$ cat src/pwc_pkg.sv
package pwc_pkg;

    // register byte offsets
    localparam logic [11:0] OFS_IRQ_ENABLE_SET = 12'h304;
    localparam logic [11:0] OFS_IRQ_ENABLE_CLEAR = 12'h308;
    localparam logic [11:0] OFS_MODULE_ENABLE = 12'h500;
    localparam logic [11:0] OFS_COUNT_DIRECTION_MODE = 12'h504;
    localparam logic [11:0] OFS_WAVE_PERIOD_MAX = 12'h508;
    localparam logic [11:0] OFS_DECODER_LOAD = 12'h510;
    localparam logic [11:0] OFS_EVENT_STATUS = 12'h104;

    // event bit positions
    localparam int EV_LO = 1;
    localparam int EV_HI = 7;
    localparam int EV_HALT = 1;
    localparam int EV_SEQ_BEGUN0 = 2;
    localparam int EV_SEQ_FINISH0 = 4;
    localparam int EV_PERIOD = 6;
    localparam int EV_LOOPS = 7;

    // top reset value, ram load code, minimum top
    localparam logic [14:0] RST_WAVE_PERIOD_MAX = 15'h03FF;
    localparam logic [1:0] LOAD_PERIOD_FROM_RAM = 2'h3;
    localparam logic [14:0] TOP_MIN = 15'h0003;

    typedef enum logic [1:0] {
        PWC_ST_UP = 2'h0,
        PWC_ST_DOWN = 2'h1,
        PWC_ST_IDLE = 2'h2
    } pwc_state_t;

    typedef struct packed {
        logic halt_done_event;
        logic [1:0] sequence_begun_event;
        logic [1:0] sequence_finish_event;
        logic period_finish_event;
        logic all_loops_finished_event;
    } pwc_events_t;

endpackage

$ cat src/pwc_top.sv
// Notes on behaviour
// [RULE_01] write one at 0x304 sets enable
// [RULE_02] write one at 0x308 clears enable
// [RULE_03] both views read same enable state
// [RULE_04] seven event enable bits exist
// [RULE_05] direction zero: up count, edge aligned
// [RULE_06] direction one: up-down, center aligned
// [RULE_07] top register holds count limit
// [RULE_08] ram load mode ignores top register
// [RULE_09] fourth half-word supplies top value
// [RULE_10] writing zero leaves enable unchanged
// [RULE_11] irq while enabled event flag set
//
// The APB slave port was left to the implementer.
`timescale 1ns/10ps
module pwc_top (
    input wire logic clk_i,
    input wire logic rst_n_i,
    input wire logic psel_i,
    input wire logic penable_i,
    input wire logic pwrite_i,
    input wire logic [11:0] paddr_i,
    input wire logic [31:0] pwdata_i,
    output logic [31:0] prdata_o,
    output logic pready_o,
    output logic pslverr_o,
    input wire pwc_pkg::pwc_events_t events_i,
    input wire logic ram_top_valid_i,
    input wire logic [15:0] ram_top_i,
    output logic irq_o,
    output logic [14:0] counter_o,
    output logic count_down_o,
    output logic period_end_o
);

    ////////////////////////////////////////////////////////////////////////////
    // bus decode
    wire logic acc = psel_i && penable_i;
    wire logic wr = acc && pwrite_i;
    wire logic rd = acc && !pwrite_i;
    wire logic hit_set = paddr_i == pwc_pkg::OFS_IRQ_ENABLE_SET;
    wire logic hit_clr = paddr_i == pwc_pkg::OFS_IRQ_ENABLE_CLEAR;
    wire logic hit_en = paddr_i == pwc_pkg::OFS_MODULE_ENABLE;
    wire logic hit_mode = paddr_i == pwc_pkg::OFS_COUNT_DIRECTION_MODE;
    wire logic hit_top = paddr_i == pwc_pkg::OFS_WAVE_PERIOD_MAX;
    wire logic hit_dec = paddr_i == pwc_pkg::OFS_DECODER_LOAD;
    wire logic hit_stat = paddr_i == pwc_pkg::OFS_EVENT_STATUS;
    wire logic mapped = hit_set || hit_clr || hit_en || hit_mode || hit_top || hit_dec
        || hit_stat;

    ////////////////////////////////////////////////////////////////////////////
    // registers
    logic [7:0] irq_enable_reg;
    logic [7:0] irq_enable_next;
    logic [7:0] status_reg;
    logic [7:0] status_next;
    logic module_enable_reg;
    logic count_direction_reg;
    logic [14:0] wave_period_max_reg;
    logic [1:0] decoder_load_reg;
    logic [14:0] ram_top_reg;
    logic [31:0] prdata_reg;
    logic pready_reg;
    logic pslverr_reg;
    logic irq_reg;
    logic count_down_reg;

    wire logic [7:0] ev_vec = {events_i.all_loops_finished_event, events_i.period_finish_event,
        events_i.sequence_finish_event[1], events_i.sequence_finish_event[0],
        events_i.sequence_begun_event[1], events_i.sequence_begun_event[0],
        events_i.halt_done_event, 1'b0};
    wire logic [7:0] ev_mask = 8'hFE;
    wire logic [7:0] wmask = pwdata_i[7:0] & ev_mask;
    wire logic [7:0] ev_live = ev_vec & ev_mask;

    // set after clear so a same-cycle event still lands
    wire logic stat_rd = rd && hit_stat && !pready_reg;

    generate
        for (genvar i = 0; i < 8; i++) begin : g_bit
            always_comb begin
                irq_enable_next[i] = irq_enable_reg[i];
                if (wr && !pready_reg && hit_set && wmask[i]) begin
                    irq_enable_next[i] = 1'b1; // [RULE_01] [RULE_10]
                end
                if (wr && !pready_reg && hit_clr && wmask[i]) begin
                    irq_enable_next[i] = 1'b0; // [RULE_02] [RULE_10]
                end
                status_next[i] = (stat_rd ? 1'b0 : status_reg[i]) | ev_vec[i];
            end
        end
    endgenerate

    // both views return the same enable image
    wire logic [31:0] rd_mux = (hit_set || hit_clr) ? {24'h0, irq_enable_reg} : // [RULE_03]
        hit_en ? {31'h0, module_enable_reg} :
        hit_mode ? {31'h0, count_direction_reg} :
        hit_top ? {17'h0, wave_period_max_reg} :
        hit_dec ? {30'h0, decoder_load_reg} :
        hit_stat ? {24'h0, status_reg} : 32'h0;

    wire logic irq_next = |(status_next & irq_enable_next & ev_mask); // [RULE_11] [RULE_04]

    always_ff @(posedge clk_i) begin
        if (!rst_n_i) begin
            irq_enable_reg <= 8'h00;
            status_reg <= 8'h00;
            irq_reg <= 1'b0;
        end else begin
            irq_enable_reg <= irq_enable_next & ev_mask; // [RULE_04]
            status_reg <= status_next & ev_mask;
            irq_reg <= irq_next;
        end
    end

    always_ff @(posedge clk_i) begin
        if (!rst_n_i) begin
            module_enable_reg <= 1'b0;
            count_direction_reg <= 1'b0;
            wave_period_max_reg <= pwc_pkg::RST_WAVE_PERIOD_MAX; // [RULE_07]
            decoder_load_reg <= 2'h0;
        end else if (wr && !pready_reg) begin
            if (hit_en) begin
                module_enable_reg <= pwdata_i[0];
            end
            if (hit_mode) begin
                count_direction_reg <= pwdata_i[0];
            end
            if (hit_top) begin
                wave_period_max_reg <= pwdata_i[14:0]; // [RULE_07]
            end
            if (hit_dec) begin
                decoder_load_reg <= pwdata_i[1:0];
            end
        end
    end

    // one wait state: answer on second access cycle
    always_ff @(posedge clk_i) begin
        if (!rst_n_i) begin
            pready_reg <= 1'b0;
            pslverr_reg <= 1'b0;
            prdata_reg <= 32'h0;
        end else begin
            pready_reg <= acc && !pready_reg;
            pslverr_reg <= acc && !pready_reg && !mapped;
            prdata_reg <= (rd && !pready_reg) ? rd_mux : 32'h0;
        end
    end

    ////////////////////////////////////////////////////////////////////////////
    // ram-fed top value
    always_ff @(posedge clk_i) begin
        if (!rst_n_i) begin
            ram_top_reg <= pwc_pkg::RST_WAVE_PERIOD_MAX;
        end else if (ram_top_valid_i) begin
            ram_top_reg <= ram_top_i[14:0]; // [RULE_09]
        end
    end

    wire logic ram_mode = decoder_load_reg == pwc_pkg::LOAD_PERIOD_FROM_RAM;
    wire logic [14:0] top_raw = ram_mode ? ram_top_reg : wave_period_max_reg; // [RULE_08]
    wire logic [14:0] top_eff = (top_raw < pwc_pkg::TOP_MIN) ? pwc_pkg::TOP_MIN : top_raw;

    ////////////////////////////////////////////////////////////////////////////
    // wave counter
    pwc_pkg::pwc_state_t state_reg;
    pwc_pkg::pwc_state_t state_next;
    logic [14:0] cnt_reg;
    logic [14:0] cnt_next;
    logic pend_reg;
    logic pend_next;

    always_comb begin
        state_next = state_reg;
        cnt_next = cnt_reg;
        pend_next = 1'b0;
        case (state_reg)
            pwc_pkg::PWC_ST_IDLE: begin
                cnt_next = 15'h0;
                if (module_enable_reg) begin
                    state_next = pwc_pkg::PWC_ST_UP;
                end
            end
            pwc_pkg::PWC_ST_UP: begin
                if (cnt_reg + 15'h1 < top_eff) begin
                    cnt_next = cnt_reg + 15'h1;
                end else if (count_direction_reg) begin
                    cnt_next = top_eff; // [RULE_06]
                    state_next = pwc_pkg::PWC_ST_DOWN;
                end else begin
                    cnt_next = 15'h0; // [RULE_05]
                    pend_next = 1'b1;
                end
            end
            pwc_pkg::PWC_ST_DOWN: begin
                if (!count_direction_reg) begin
                    cnt_next = 15'h0; // [RULE_05]
                    pend_next = 1'b1;
                    state_next = pwc_pkg::PWC_ST_UP;
                end else if (cnt_reg > 15'h1) begin
                    cnt_next = cnt_reg - 15'h1; // [RULE_06]
                end else begin
                    cnt_next = 15'h0;
                    pend_next = 1'b1;
                    state_next = pwc_pkg::PWC_ST_UP;
                end
            end
            default: begin
                state_next = pwc_pkg::PWC_ST_IDLE;
            end
        endcase
        if (!module_enable_reg) begin
            state_next = pwc_pkg::PWC_ST_IDLE;
            cnt_next = 15'h0;
            pend_next = 1'b0;
        end
    end

    always_ff @(posedge clk_i) begin
        if (!rst_n_i) begin
            state_reg <= pwc_pkg::PWC_ST_IDLE;
            cnt_reg <= 15'h0;
            pend_reg <= 1'b0;
            count_down_reg <= 1'b0;
        end else begin
            state_reg <= state_next;
            cnt_reg <= cnt_next;
            pend_reg <= pend_next;
            count_down_reg <= state_next == pwc_pkg::PWC_ST_DOWN; // [RULE_06]
        end
    end

    assign prdata_o = prdata_reg;
    assign pready_o = pready_reg;
    assign pslverr_o = pslverr_reg;
    assign irq_o = irq_reg;
    assign counter_o = cnt_reg;
    assign count_down_o = count_down_reg;
    assign period_end_o = pend_reg;

    ////////////////////////////////////////////////////////////////////////////
    // checks
    property p_set_write;
        @(posedge clk_i) disable iff (!rst_n_i)
        (wr && !pready_reg && hit_set) |=> (irq_enable_reg & $past(wmask)) == $past(wmask);
    endproperty
    a_set_write: assert property (p_set_write) else $error("set write lost"); // [RULE_01]

    property p_clr_write;
        @(posedge clk_i) disable iff (!rst_n_i)
        (wr && !pready_reg && hit_clr) |=> (irq_enable_reg & $past(wmask)) == 8'h00;
    endproperty
    a_clr_write: assert property (p_clr_write) else $error("clear write lost"); // [RULE_02]

    property p_zero_keep;
        @(posedge clk_i) disable iff (!rst_n_i)
        (wr && (hit_set || hit_clr) && pwdata_i[7:0] == 8'h00) |=> $stable(irq_enable_reg);
    endproperty
    a_zero_keep: assert property (p_zero_keep) else $error("zero write changed enable"); // [RULE_10]

    property p_same_view;
        @(posedge clk_i) disable iff (!rst_n_i)
        (rd && !pready_reg && (hit_set || hit_clr)) |=> prdata_o[7:0] == $past(irq_enable_reg);
    endproperty
    a_same_view: assert property (p_same_view) else $error("enable readback wrong"); // [RULE_03]

    property p_bit0_zero;
        @(posedge clk_i) disable iff (!rst_n_i)
        !irq_enable_reg[0] && !status_reg[0];
    endproperty
    a_bit0_zero: assert property (p_bit0_zero) else $error("unused bit set"); // [RULE_04]

    property p_irq_level;
        @(posedge clk_i) disable iff (!rst_n_i)
        ##1 irq_o == |(status_reg & irq_enable_reg);
    endproperty
    a_irq_level: assert property (p_irq_level) else $error("irq mismatch"); // [RULE_11]

    property p_up_only;
        @(posedge clk_i) disable iff (!rst_n_i)
        (!count_direction_reg && module_enable_reg) |-> state_reg != pwc_pkg::PWC_ST_DOWN
            || $past(count_direction_reg);
    endproperty
    a_up_only: assert property (p_up_only) else $error("down count in up mode"); // [RULE_05]

    property p_turn;
        @(posedge clk_i) disable iff (!rst_n_i)
        (state_reg == pwc_pkg::PWC_ST_UP && count_direction_reg && module_enable_reg
            && cnt_reg + 15'h1 >= top_eff) |=> (state_reg == pwc_pkg::PWC_ST_DOWN
            || !module_enable_reg);
    endproperty
    a_turn: assert property (p_turn) else $error("no turn at top"); // [RULE_06]

    property p_top_limit;
        @(posedge clk_i) disable iff (!rst_n_i)
        (state_reg == pwc_pkg::PWC_ST_UP && !count_direction_reg) |-> cnt_reg < top_eff
            || $changed(top_eff);
    endproperty
    a_top_limit: assert property (p_top_limit) else $error("count above top"); // [RULE_07]

    property p_ram_top;
        @(posedge clk_i) disable iff (!rst_n_i)
        ram_mode |-> top_raw == ram_top_reg;
    endproperty
    a_ram_top: assert property (p_ram_top) else $error("top register used in ram mode"); // [RULE_08]

    property p_ram_load;
        @(posedge clk_i) disable iff (!rst_n_i)
        ram_top_valid_i |=> ram_top_reg == $past(ram_top_i[14:0]);
    endproperty
    a_ram_load: assert property (p_ram_load) else $error("fourth half-word not taken"); // [RULE_09]

    property p_status_set;
        @(posedge clk_i) disable iff (!rst_n_i)
        (|ev_live) |=> (status_reg & $past(ev_live)) == $past(ev_live);
    endproperty
    a_status_set: assert property (p_status_set) else $error("event flag lost"); // [RULE_11]

    property p_period_wrap;
        @(posedge clk_i) disable iff (!rst_n_i)
        (state_reg == pwc_pkg::PWC_ST_UP && !count_direction_reg && module_enable_reg
            && cnt_reg + 15'h1 >= top_eff) |=> (counter_o == 15'h0 && period_end_o);
    endproperty
    a_period_wrap: assert property (p_period_wrap) else $error("no wrap at top"); // [RULE_05]

    property p_down_step;
        @(posedge clk_i) disable iff (!rst_n_i)
        (state_reg == pwc_pkg::PWC_ST_DOWN && count_direction_reg && module_enable_reg
            && cnt_reg > 15'h1) |=> counter_o == $past(cnt_reg) - 15'h1;
    endproperty
    a_down_step: assert property (p_down_step) else $error("down step wrong"); // [RULE_06]

    property p_top_write;
        @(posedge clk_i) disable iff (!rst_n_i)
        (wr && !pready_reg && hit_top) |=> wave_period_max_reg == $past(pwdata_i[14:0]);
    endproperty
    a_top_write: assert property (p_top_write) else $error("top write lost"); // [RULE_07]

    property p_mode_write;
        @(posedge clk_i) disable iff (!rst_n_i)
        (wr && !pready_reg && hit_mode) |=> count_direction_reg == $past(pwdata_i[0]);
    endproperty
    a_mode_write: assert property (p_mode_write) else $error("mode write lost"); // [RULE_05]

endmodule

$ cat config.mk
export PLATFORM = sky130hd
export DESIGN_NAME = pwc_top
export DESIGN_NICKNAME = d
export VERILOG_FILES = /design/src/pwc_pkg.sv /design/src/pwc_top.sv
export SDC_FILE = /design/constraint.sdc
export NUM_CORES = 1
export LEC_CHECK = 0
export ABC_AREA = 1
export BUFFER_PORTS_ARGS = -buffer_cell sky130_fd_sc_hd__buf_2
export CORE_ASPECT_RATIO = 0.8
export CORE_UTILIZATION = 25
export DETAILED_ROUTE_END_ITERATION = 16
export PLACE_DENSITY_LB_ADDON = 0.12
export SLEW_MARGIN = 5
export SYNTH_ARGS = -nofsm -noshare
export SYNTH_HDL_FRONTEND = slang
export SYNTH_SLANG_ARGS = --single-unit
export TNS_END_PERCENT = 30
$ cat constraint.sdc
create_clock -name clk_i -period 3.3 [get_ports clk_i]
set_input_delay 0.66 -clock clk_i [delete_from_list [all_inputs] [get_ports clk_i]]
set_output_delay 0.66 -clock clk_i [all_outputs]
set_load 0.05 [all_outputs]
==> metrics, run 1 <==
GRT Overall Usage 15.2%; max incr delay on CP 380 ps; storage element area 1710 µm²; clock skew 8.10 ps; Placed Area 5680 µm²; layout cell share with drive strength beyond 1 18.5%; worst skew pair latency 350 ps; cell with the most instances after synthesis nand2_1; DPL Wire Length 11.6 mm; Yosys top cell area share 34.4%; Die W 159 µm; htree depth 3; number of global-route vias before repair 4624; Clock Path Buffers 2; Post-synth ARST share 0%; Hold Path Class flop to flop; NumNets Final 911; Critical Path Start Type flop; kind of critical path flop to flop; largest cells by area after synthesis dfxtp_1, nand2_1, inv_1; Syn. warnings 0; gpl congestion 0.764; pwr dens 359 nW/µm²; FF-to-FF setup slack 270 ps; Worst EP arrival 3280 ps; fillers 2146; Max transition margin 46.9%; total die area 20300 µm²; final period utilization 91.7%; Post-synth EDFFs 0; initial antenna violation count 0; largest net degree at the start of global routing 31; critical path's most frequent cell nand2_1; fin util 31.2%; row count 45; Fmax achieved 331 MHz; final worst slack 275 ps; cts hold-fix bufs 0; drc violations 0; Max Fanout on Critical Path 7; commonest cells in the netlist nand2_1, inv_1, nor2_1, dfxtp_1, nand3_1; Crit. End Element flop; IO buf count 89; Overflow after GRT 0; post-route cell area 5980 µm²; final wirelength 14.8 mm; top_reg_cell synth dfxtp_1; cts bufs inserted 9; status completed; Inserted Diodes 0; CTS sink count 85; clock slew at reported path FFs 60 ps; Mapped Area 4940 µm²; pre-CTS WS 181 ps; via count 4737; # Max-Cap Violations 0; routed length per instance 13.7 µm; Multi-input gate area 2710 µm²; CP Cell Sequence ha_1 > nand2_1 > nor2_2 > nand2_1 > nor2_4 > nand3_1 > nor3_2 > xor2_1 > inv_1 > ha_1 > nand4_1 > nor3_1 > buf_4 > nand2_4 > buf_4 > nand2_1 > nand3_1 > a21oi_1; area of the core 19100 µm²; root buf cell clkbuf_16; DR iter-0 viols 247; antenna viol nets, final 0; Pins Over Slew Limit 0; RSZ-0062 raised after global routing false; synthesized instance count 722; Initial Utilization 25.8%; dominant cell type by area after synthesis dfxtp_1; CTS tree yes; Tightest Pin Transition 790 ps; sequential share of the synthesized area 34.4%; Die Ht 128 µm; via/cell ratio 4.37; setup TNS 0 ps; number of distinct library cells after synthesis 38; DR pass1 iterations 4; Setup Viol. Count Final 0; Crit-path slowest cell dfxtp_2; leakage power 0.00302 µW; Fin. Hold Viols 0; WP data required 3560 ps; first-pass GRT wire length 24.0 mm; Fin Hold WS 457 ps; FF+latch count, synth 85; Synth Area per Inst 6.85 µm²; I/O Pins 125; maximum vdd drop 0.222 mV; Area Overhead vs Synth 20.9%; minimum clock period 3030 ps
## worst max-delay path, delay by kind of cell, from the launching register on
family          cells  cell delay [ps]
simple gates       11             1290
fa+ha+maj           2              500
flops               1              380
buf+inv             3              370
xor+xnor            1              220
compound gates      1              160
## path summary, 6_finish.rpt
check                                 startpoint                      end  cells after the start
max                    counter_o[1]$_SDFFE_PN0N_  period_end_o$_SDFF_PN0_                     18
min          wave_period_max_reg[8]$_SDFFE_PN1P_   prdata_o[8]$_SDFF_PP0_                      2
max reg2reg            counter_o[1]$_SDFFE_PN0N_  period_end_o$_SDFF_PN0_                     18
min reg2reg  wave_period_max_reg[8]$_SDFFE_PN1P_   prdata_o[8]$_SDFF_PP0_                      2
## kinds of logic after synthesis
family                     after synthesis  synth area share (%)
and+or+nand+nor                        349                  30.7
buffers and inverters                  135                  12.8
AOI/OAI and AO/OA                      116                  14.4
DFF                                     85                  34.4
xor gates and xnor gates                19                  3.37
adders and majority gates               17                  4.30
other                                    1                0.0758
## per-layer routing
| layer | global-route usage (%) | wire length (µm) | vias to the layer above |
|---|---|---|---|
| li1 | - | - | 2524 |
| met1 | 21.8 | 8090 | 2124 |
| met2 | 22.7 | 6060 | 80 |
| met3 | 3.27 | 492 | 9 |
| met4 | 4.07 | 163 | 0 |
| met5 | 0 | 0 | - |
## through the flow
stage / power (µW) / cells
after floorplan: 1180 / 738
after global placement: 1220 / 1067
after detailed placement: 1220 / 1067
after CTS: 2180 / 1082
after global routing: 2240 / 1083
final: 2140 / 1083
## area by class of cell
type	instances	area share [%]
Timing Repair Buffer	115	10.7
Clock inverter	4	0.440
Clock buffer	11	3.89
Multi-Input combinational cell	519	45.3
Inverter	91	5.72
Tap cell	258	5.40
Sequential cell	85	28.5
## placed cells by master, fill, tap and decap left out, types with 11 or more instances in the layout
cell	Yosys	routed
a32oi_1	11	11
nand2_1	160	160
buf_4	17	26
ha_1	17	17
a21oi_1	51	51
buf_2	5	89
inv_1	91	91
xor2_1	19	19
nand3_1	55	55
o21ai_0	19	19
dfxtp_1	85	82
nor2_1	90	88
conb_1	1	17
## report_power, final
group	switching [µW]	total, µW	internal [µW]
combinational	105	146	40.6
clock	437	943	506
sequential	8.94	1050	1050
## repair_timing
item | CTS | global route
endpoints found under the hold margin | 0 | 0
endpoints found under the setup margin | 0 | 18
buffers inserted | 0 | 0
gates resized for setup | 0 | 5
No activity file was read; power rests on OpenSTA's default activity.
==> inputs of run 2 (changes only) <==
--- a/config.mk
+++ b/config.mk
@@ -11,6 +11,7 @@
 export CORE_UTILIZATION = 25
 export DETAILED_ROUTE_END_ITERATION = 16
 export PLACE_DENSITY_LB_ADDON = 0.12
+export SETUP_SLACK_MARGIN = 0.3
 export SLEW_MARGIN = 5
 export SYNTH_ARGS = -nofsm -noshare
 export SYNTH_HDL_FRONTEND = slang
==> metrics, run 2 (synthesized netlist as in run 1, its figures left out) <==
status completed; CTS tree yes; gpl congestion 0.758 (-0.81%); pwr dens 366 nW/µm² (+2.0%); minimum clock period 2870 ps (-156 ps); cts bufs inserted 9 (unchanged); Inserted Diodes 0 (unchanged); max incr delay on CP 370 ps (about the same); Crit. End Element flop; sequential power share 46.4% (-2.8 points); switch share 25.4% (-0.33 points); Pins Over Slew Limit 0 (unchanged); Clock Power Share 47.1% (+3.1 points); # Max-Cap Violations 0 (unchanged); Fmax achieved 349 MHz (+5.5%); leakage power 0.00309 µW (+2.4%); first-pass GRT wire length 25.2 mm (+4.7%); clock slew at reported path FFs 70 ps (about the same); clock skew 7.81 ps (-0.291 ps); number of global-route vias before repair 4706 (+1.8%); kind of critical path flop to flop; Crit-path slowest cell dfxtp_4; Max transition margin 43.9% (-3.0 points); final wirelength 15.1 mm (+2.0%); Max Fanout on Critical Path 8 (+1); Clock Path Buffers 2 (unchanged); largest net degree at the start of global routing 31 (unchanged); Initial Utilization 25.8% (unchanged); WP data required 3490 ps (-70 ps); Combinational Power Share 6.5% (-0.3 points); initial antenna violation count 0 (unchanged); GRT Overall Usage 15.7% (+0.56 points); via count 4857 (+2.5%); routed length per instance 13.9 µm (+1.6%); DR pass1 iterations 5 (+1); most common cell after layout, fill and taps aside nand2_1; Setup Viol. Count Final 0 (unchanged); Pint 1690 µW (+6.2%); drc violations 0 (unchanged); RSZ-0062 raised after global routing true; I/O Pins 125 (unchanged); Area Overhead vs Synth 25.3%; Tightest Pin Transition 835 ps (+45.3 ps); final period utilization 86.9% (-4.7 points); Die Ht 128 µm (unchanged); CTS sink count 85 (unchanged); root buf cell clkbuf_16; htree depth 3 (unchanged); Fin Hold WS 454 ps (-3.57 ps); fillers 2160 (+0.65%); DPL Wire Length 11.6 mm (+0.53%); DR iter-0 viols 238 (-3.6%); antenna viol nets, final 0 (unchanged); Hold Path Class flop to flop; worst skew pair latency 350 ps (about the same); Overflow after GRT 0 (unchanged); row count 45 (unchanged); via/cell ratio 4.47 (+2.2%); cts hold-fix bufs 0 (unchanged); layout cell share with drive strength beyond 1 22.0% (+3.4 points); Fin. Hold Viols 0 (unchanged); most frequent cells in the layout nand2_1, inv_1, buf_2; FF-to-FF setup slack 430 ps (+160 ps); area of the core 19100 µm² (unchanged); setup TNS 0 ps (unchanged); net load switching power 576 µW (+4.4%); Placed Area 5680 µm² (about the same); post-route cell area 6190 µm² (+3.6%); Power Total 2270 µW (+5.8%); maximum vdd drop 0.201 mV (-9.7%); NumNets Final 915 (+0.44%); IO buf count 89 (unchanged); Critical Path Start Type flop; Die W 159 µm (unchanged); Worst EP arrival 3060 ps (-220 ps); total die area 20300 µm² (unchanged); CP Cell Sequence ha_4 > nand2_4 > nor2_4 > nand2_2 > nor2_4 > nand3_2 > nor3_2 > xor2_1 > inv_1 > ha_4 > nand4_1 > nor3_2 > buf_4 > nand2_8 > nand3_4 > nand2_1 > nand2_1 > a21oi_1
[run 2: cell types whose count changed in the layout (fill, tap and decap cells not counted), moves of 2 or more]
cell / before / now
dfxtp_1: 82 / 80
ha_1: 17 / 15
ha_4: 0 / 2
a21oi_1: 51 / 48
buf_6: 0 / 2
xor2_1: 19 / 17
dfxtp_4: 0 / 2
nand3_1: 55 / 53
buf_4: 26 / 28
clkbuf_1: 2 / 0
xor2_2: 0 / 2
a21oi_2: 2 / 5
nand2_1: 160 / 150
nand2_2: 9 / 18
[run 2: path summary, 6_finish.rpt]
kind	from	end	cells after the start
worst min-delay path	ram_top_reg[12]$_SDFFE_PN0P_	ram_top_reg[12]$_SDFFE_PN0P_	2
worst max-delay path	counter_o[0]$_SDFFE_PN0N_	counter_o[2]$_SDFFE_PN0N_	18
worst min register to register	ram_top_reg[12]$_SDFFE_PN0P_	ram_top_reg[12]$_SDFFE_PN0P_	2
worst max register to register	counter_o[0]$_SDFFE_PN0N_	counter_o[2]$_SDFFE_PN0N_	18
[run 2: timing repair]
action                                  4_1_cts  5_1_grt
pin swaps                                     5       16
gates cloned                                  1        0
buffers inserted                              3        3
endpoints found under the setup margin       18       20
resized for setup                             9       25
[run 2: power groups by stage]
stage               registers (µW)  clock network, µW  logic, µW
finish                        1050               1070        146
global route                  1050               1140        161
CTS                           1050               1100        148
detailed placement            1080                  0        147
global placement              1080                  0        147
floorplan                     1080                  0        103
[run 2: through the flow]
| stage | utilization (%) | setup WS [ps] | instances |
|---|---|---|---|
| finish | 32.4 | 431 | 1087 |
| global route | 32.4 | 176 | 1087 |
| CTS | 31.7 | 317 | 1084 |
| detailed placement | 29.7 | 135 | 1065 |
| global placement | 29.7 | 130 | 1065 |
| floorplan | - | 303 | 738 |
[run 2: per-layer routing]
layer	routed length (µm)	vias to the layer above	share of wire (%)	GRT usage, %
li1	-	2530	-	-
met1	8210	2208	54	23.0
met2	6140	107	41	23.2
met3	580	12	3.8	3.24
met4	168	0	1.1	4.13
met5	0	-	0	0
[run 2: critical path: cells and delay by family (launching register included)]
kind	cells	cell delay, ps
and+or+nand+nor	12	1360
xor gates and xnor gates	1	240
buffers and inverters	2	270
DFF	1	370
AOI/OAI and AO/OA	1	60
adders and majority gates	2	430
[run 2: layout make-up]
cell class | instances | area [µm²] | share of cell area, %
Timing Repair Buffer | 119 | 678 | 10.9
Clock inverter | 5 | 60.1 | 0.970
Clock buffer | 10 | 239 | 3.86
Inverter | 91 | 342 | 5.52
Multi-Input combinational cell | 519 | 2840 | 45.8
Sequential cell | 85 | 1710 | 27.7
Tap cell | 258 | 323 | 5.21
==> inputs of run 3 (changes only) <==
--- a/config.mk
+++ b/config.mk
@@ -5,7 +5,6 @@
 export SDC_FILE = /design/constraint.sdc
 export NUM_CORES = 1
 export LEC_CHECK = 0
-export ABC_AREA = 1
 export BUFFER_PORTS_ARGS = -buffer_cell sky130_fd_sc_hd__buf_2
 export CORE_ASPECT_RATIO = 0.8
 export CORE_UTILIZATION = 25
==> metrics, run 3 <==
GRT Overall Usage 16.5% (+0.77 points); maximum vdd drop 0.219 mV (+8.9%); CTS sink count 85 (unchanged); sequential share of the synthesized area 35.9% (+1.5 points); # Max-Cap Violations 0 (unchanged); area of the core 18300 µm² (-4.2%); cts bufs inserted 9 (unchanged); Max transition margin 63.3% (+19 points); Synth Area per Inst 8.41 µm² (+23%); htree depth 3 (unchanged); Overflow after GRT 0 (unchanged); Syn. warnings 0 (unchanged); commonest cells in the netlist dfxtp_1, nor2_1, nand2_1, mux2i_1, a21oi_1; drc violations 0 (unchanged); cell with the most instances after synthesis dfxtp_1; minimum clock period 3030 ps (+159 ps); DR iter-0 viols 310 (+30%); Die Ht 125 µm (-2.0%); most common cell after layout, fill and taps aside buf_2; FF+latch count, synth 85 (unchanged); number of global-route vias before repair 4353 (-7.5%); RR Endpoint counter_o[4]$_SDFFE_PN0N_; worst r2r src counter_o[1]$_SDFFE_PN0N_; row count 44 (-2.2%); GRT busiest layer met1; max incr delay on CP 380 ps (about the same); WP data required 3560 ps (+70 ps); worst skew pair latency 350 ps (about the same); Fin. Hold Viols 0 (unchanged); Mapped Area 4740 µm² (-4.1%); root buf cell clkbuf_16; layout cell share with drive strength beyond 1 29.7% (+7.8 points); DPL Wire Length 12.4 mm (+6.8%); DR pass1 iterations 5 (unchanged); FF-to-FF setup slack 270 ps (-160 ps); Die W 156 µm (-2.0%); Critical Path Start Type flop; Hold Path Sink prdata_o[3]$_SDFF_PN0_; Tightest Pin Transition 549 ps (-286 ps); pwr dens 352 nW/µm² (-3.9%); antenna viol nets, final 0 (unchanged); status completed; most frequent cells in the layout buf_2, dfxtp_1, nor2_1; Worst Reg-to-Reg Cells 14 (-4); critical path's most frequent cell a21o_1; fin util 33.7% (+1.3 points); clock skew 5.53 ps (-2.28 ps); CTS tree yes; Setup Viol. Count Final 0 (unchanged); Fmax achieved 330 MHz (-5.3%); Inserted Diodes 0 (unchanged); Hold Path Class flop to flop; Max Fanout on Critical Path 13 (+5); CP delay by family, top simple AND/OR/NAND/NOR gates; final period utilization 91.8% (+4.8 points); fillers 1917 (-11%); dominant cell type by area after synthesis dfxtp_1; Worst EP arrival 3280 ps (+220 ps); Clock Path Buffers 2 (unchanged); largest net degree at the start of global routing 29 (-6.5%); Initial Utilization 25.9% (+0.037 points); final wirelength 15.8 mm (+4.7%); cts hold-fix bufs 0 (unchanged); NumNets Final 776 (-15%); met2 usage 22.4% (-0.77 points); via/cell ratio 4.91 (+10%); M1 GR Usage 25.4% (+2.4 points); storage element area 1740 µm² (+1.3%); CP bufs+invs 2 (unchanged); initial antenna violation count 0 (unchanged); Post-synth EDFFs 0 (unchanged); met3 Usage GRT 3.26% (+0.023 points); via count 4634 (-4.6%); leakage power 0.00284 µW (-8.2%); HP Start irq_enable_reg[3]$_SDFF_PN0_; routed length per instance 16.8 µm (+21%); I/O Pins 125 (unchanged); IO buf count 89 (unchanged); Crit-path slowest cell dfxtp_4; Area Overhead vs Synth 30.3%; setup TNS 0 ps (unchanged); Multi-input gate area 2950 µm² (+4.0%); first-pass GRT wire length 24.5 mm (-2.5%); largest cells by area after synthesis dfxtp_1, mux2i_1, nor2_1; clock slew at reported path FFs 70 ps (about the same); Post-synth ARST share 0% (unchanged); Pins Over Slew Limit 0 (unchanged); RSZ-0062 raised after global routing true; hold depth 2 (unchanged); CP Cell Sequence ha_4 > and3_4 > and4_4 > nand3_2 > xnor2_2 > ha_1 > a21o_1 > a21o_1 > a21oi_2 > o211ai_1 > buf_4 > or2_4 > buf_12 > o221ai_1; gpl congestion 0.849 (+12%); synthesized instance count 564 (-22%); number of distinct library cells after synthesis 59 (+55%); Crit. End Element flop; Fin Hold WS 481 ps (+26.8 ps); top_reg_cell synth dfxtp_1; Yosys top cell area share 35.9% (+1.5 points); total die area 19500 µm² (-4.0%); kind of critical path flop to flop
-- run 3: repair_timing --
action	in CTS	in global routing
setup buffers	4	5
pin swaps	3	10
setup endpoints to repair	18	18
gates resized for setup	8	15
-- run 3: how the worst max path moves through the flow --
stage	start	end	slack (ps)	cells after the start
after floorplan	counter_o[1]$_SDFFE_PN0N_	counter_o[2]$_SDFFE_PN0N_	230	13
after global placement	ram_top_reg[8]$_SDFFE_PN1P_	counter_o[0]$_SDFFE_PN0N_	70	13
after detailed placement	ram_top_reg[8]$_SDFFE_PN1P_	counter_o[2]$_SDFFE_PN0N_	80	12
after CTS	counter_o[0]$_SDFFE_PN0N_	counter_o[0]$_SDFFE_PN0N_	300	14
after global routing	ram_top_reg[8]$_SDFFE_PN1P_	counter_o[2]$_SDFFE_PN0N_	100	13
final	counter_o[1]$_SDFFE_PN0N_	counter_o[4]$_SDFFE_PN0N_	270	14
-- run 3: metal layers --
metal  wire length [µm]  up-vias
met4                238        0
met1               8330     2207
met5                  0        -
met3                865       14
met2               6370      152
li1                   -     2261
-- run 3: kinds of logic after synthesis --
kind of cell,share of synthesized area (%)
compound gates,16.4
xor+xnor,2.22
fa+ha+maj,4.49
buf+inv,6.39
flops,35.9
mux,10.2
other cells,0.0791
simple gates,24.4
-- run 3: layout make-up --
class / count / share of cell area, %
Multi-Input combinational cell: 433 / 47.8
Tap cell: 253 / 5.12
Sequential cell: 85 / 28.1
Clock buffer: 9 / 3.65
Inverter: 18 / 1.09
Timing Repair Buffer: 139 / 13.5
Clock inverter: 6 / 0.770
-- run 3: through the flow --
| step | power, µW | instance area, µm² | setup WS, ps | instances |
|---|---|---|---|---|
| 6_report | 2170 | 6180 | 272 | 943 |
| 5_1_grt | 2270 | 6180 | 98.3 | 943 |
| 4_1_cts | 2210 | 6090 | 302 | 938 |
| 3_5_place_dp | 1230 | 5740 | 80.2 | 919 |
| 3_3_place_gp | 1230 | 5740 | 73.0 | 919 |
| 2_1_floorplan | 1180 | 4940 | 231 | 580 |
-- run 3: power by group --
part	internal (µW)	switching, µW	leakage [µW]
clock	513	448	0.000132
combinational	52.3	107	0.00200
sequential	1040	15.5	0.000699
total	1600	570	0.00284
-- run 3: worst min-delay path, stage by stage (launching register included) --
cell,delay [ps]
dfxtp_1,340
a222oi_1,70
inv_1,50
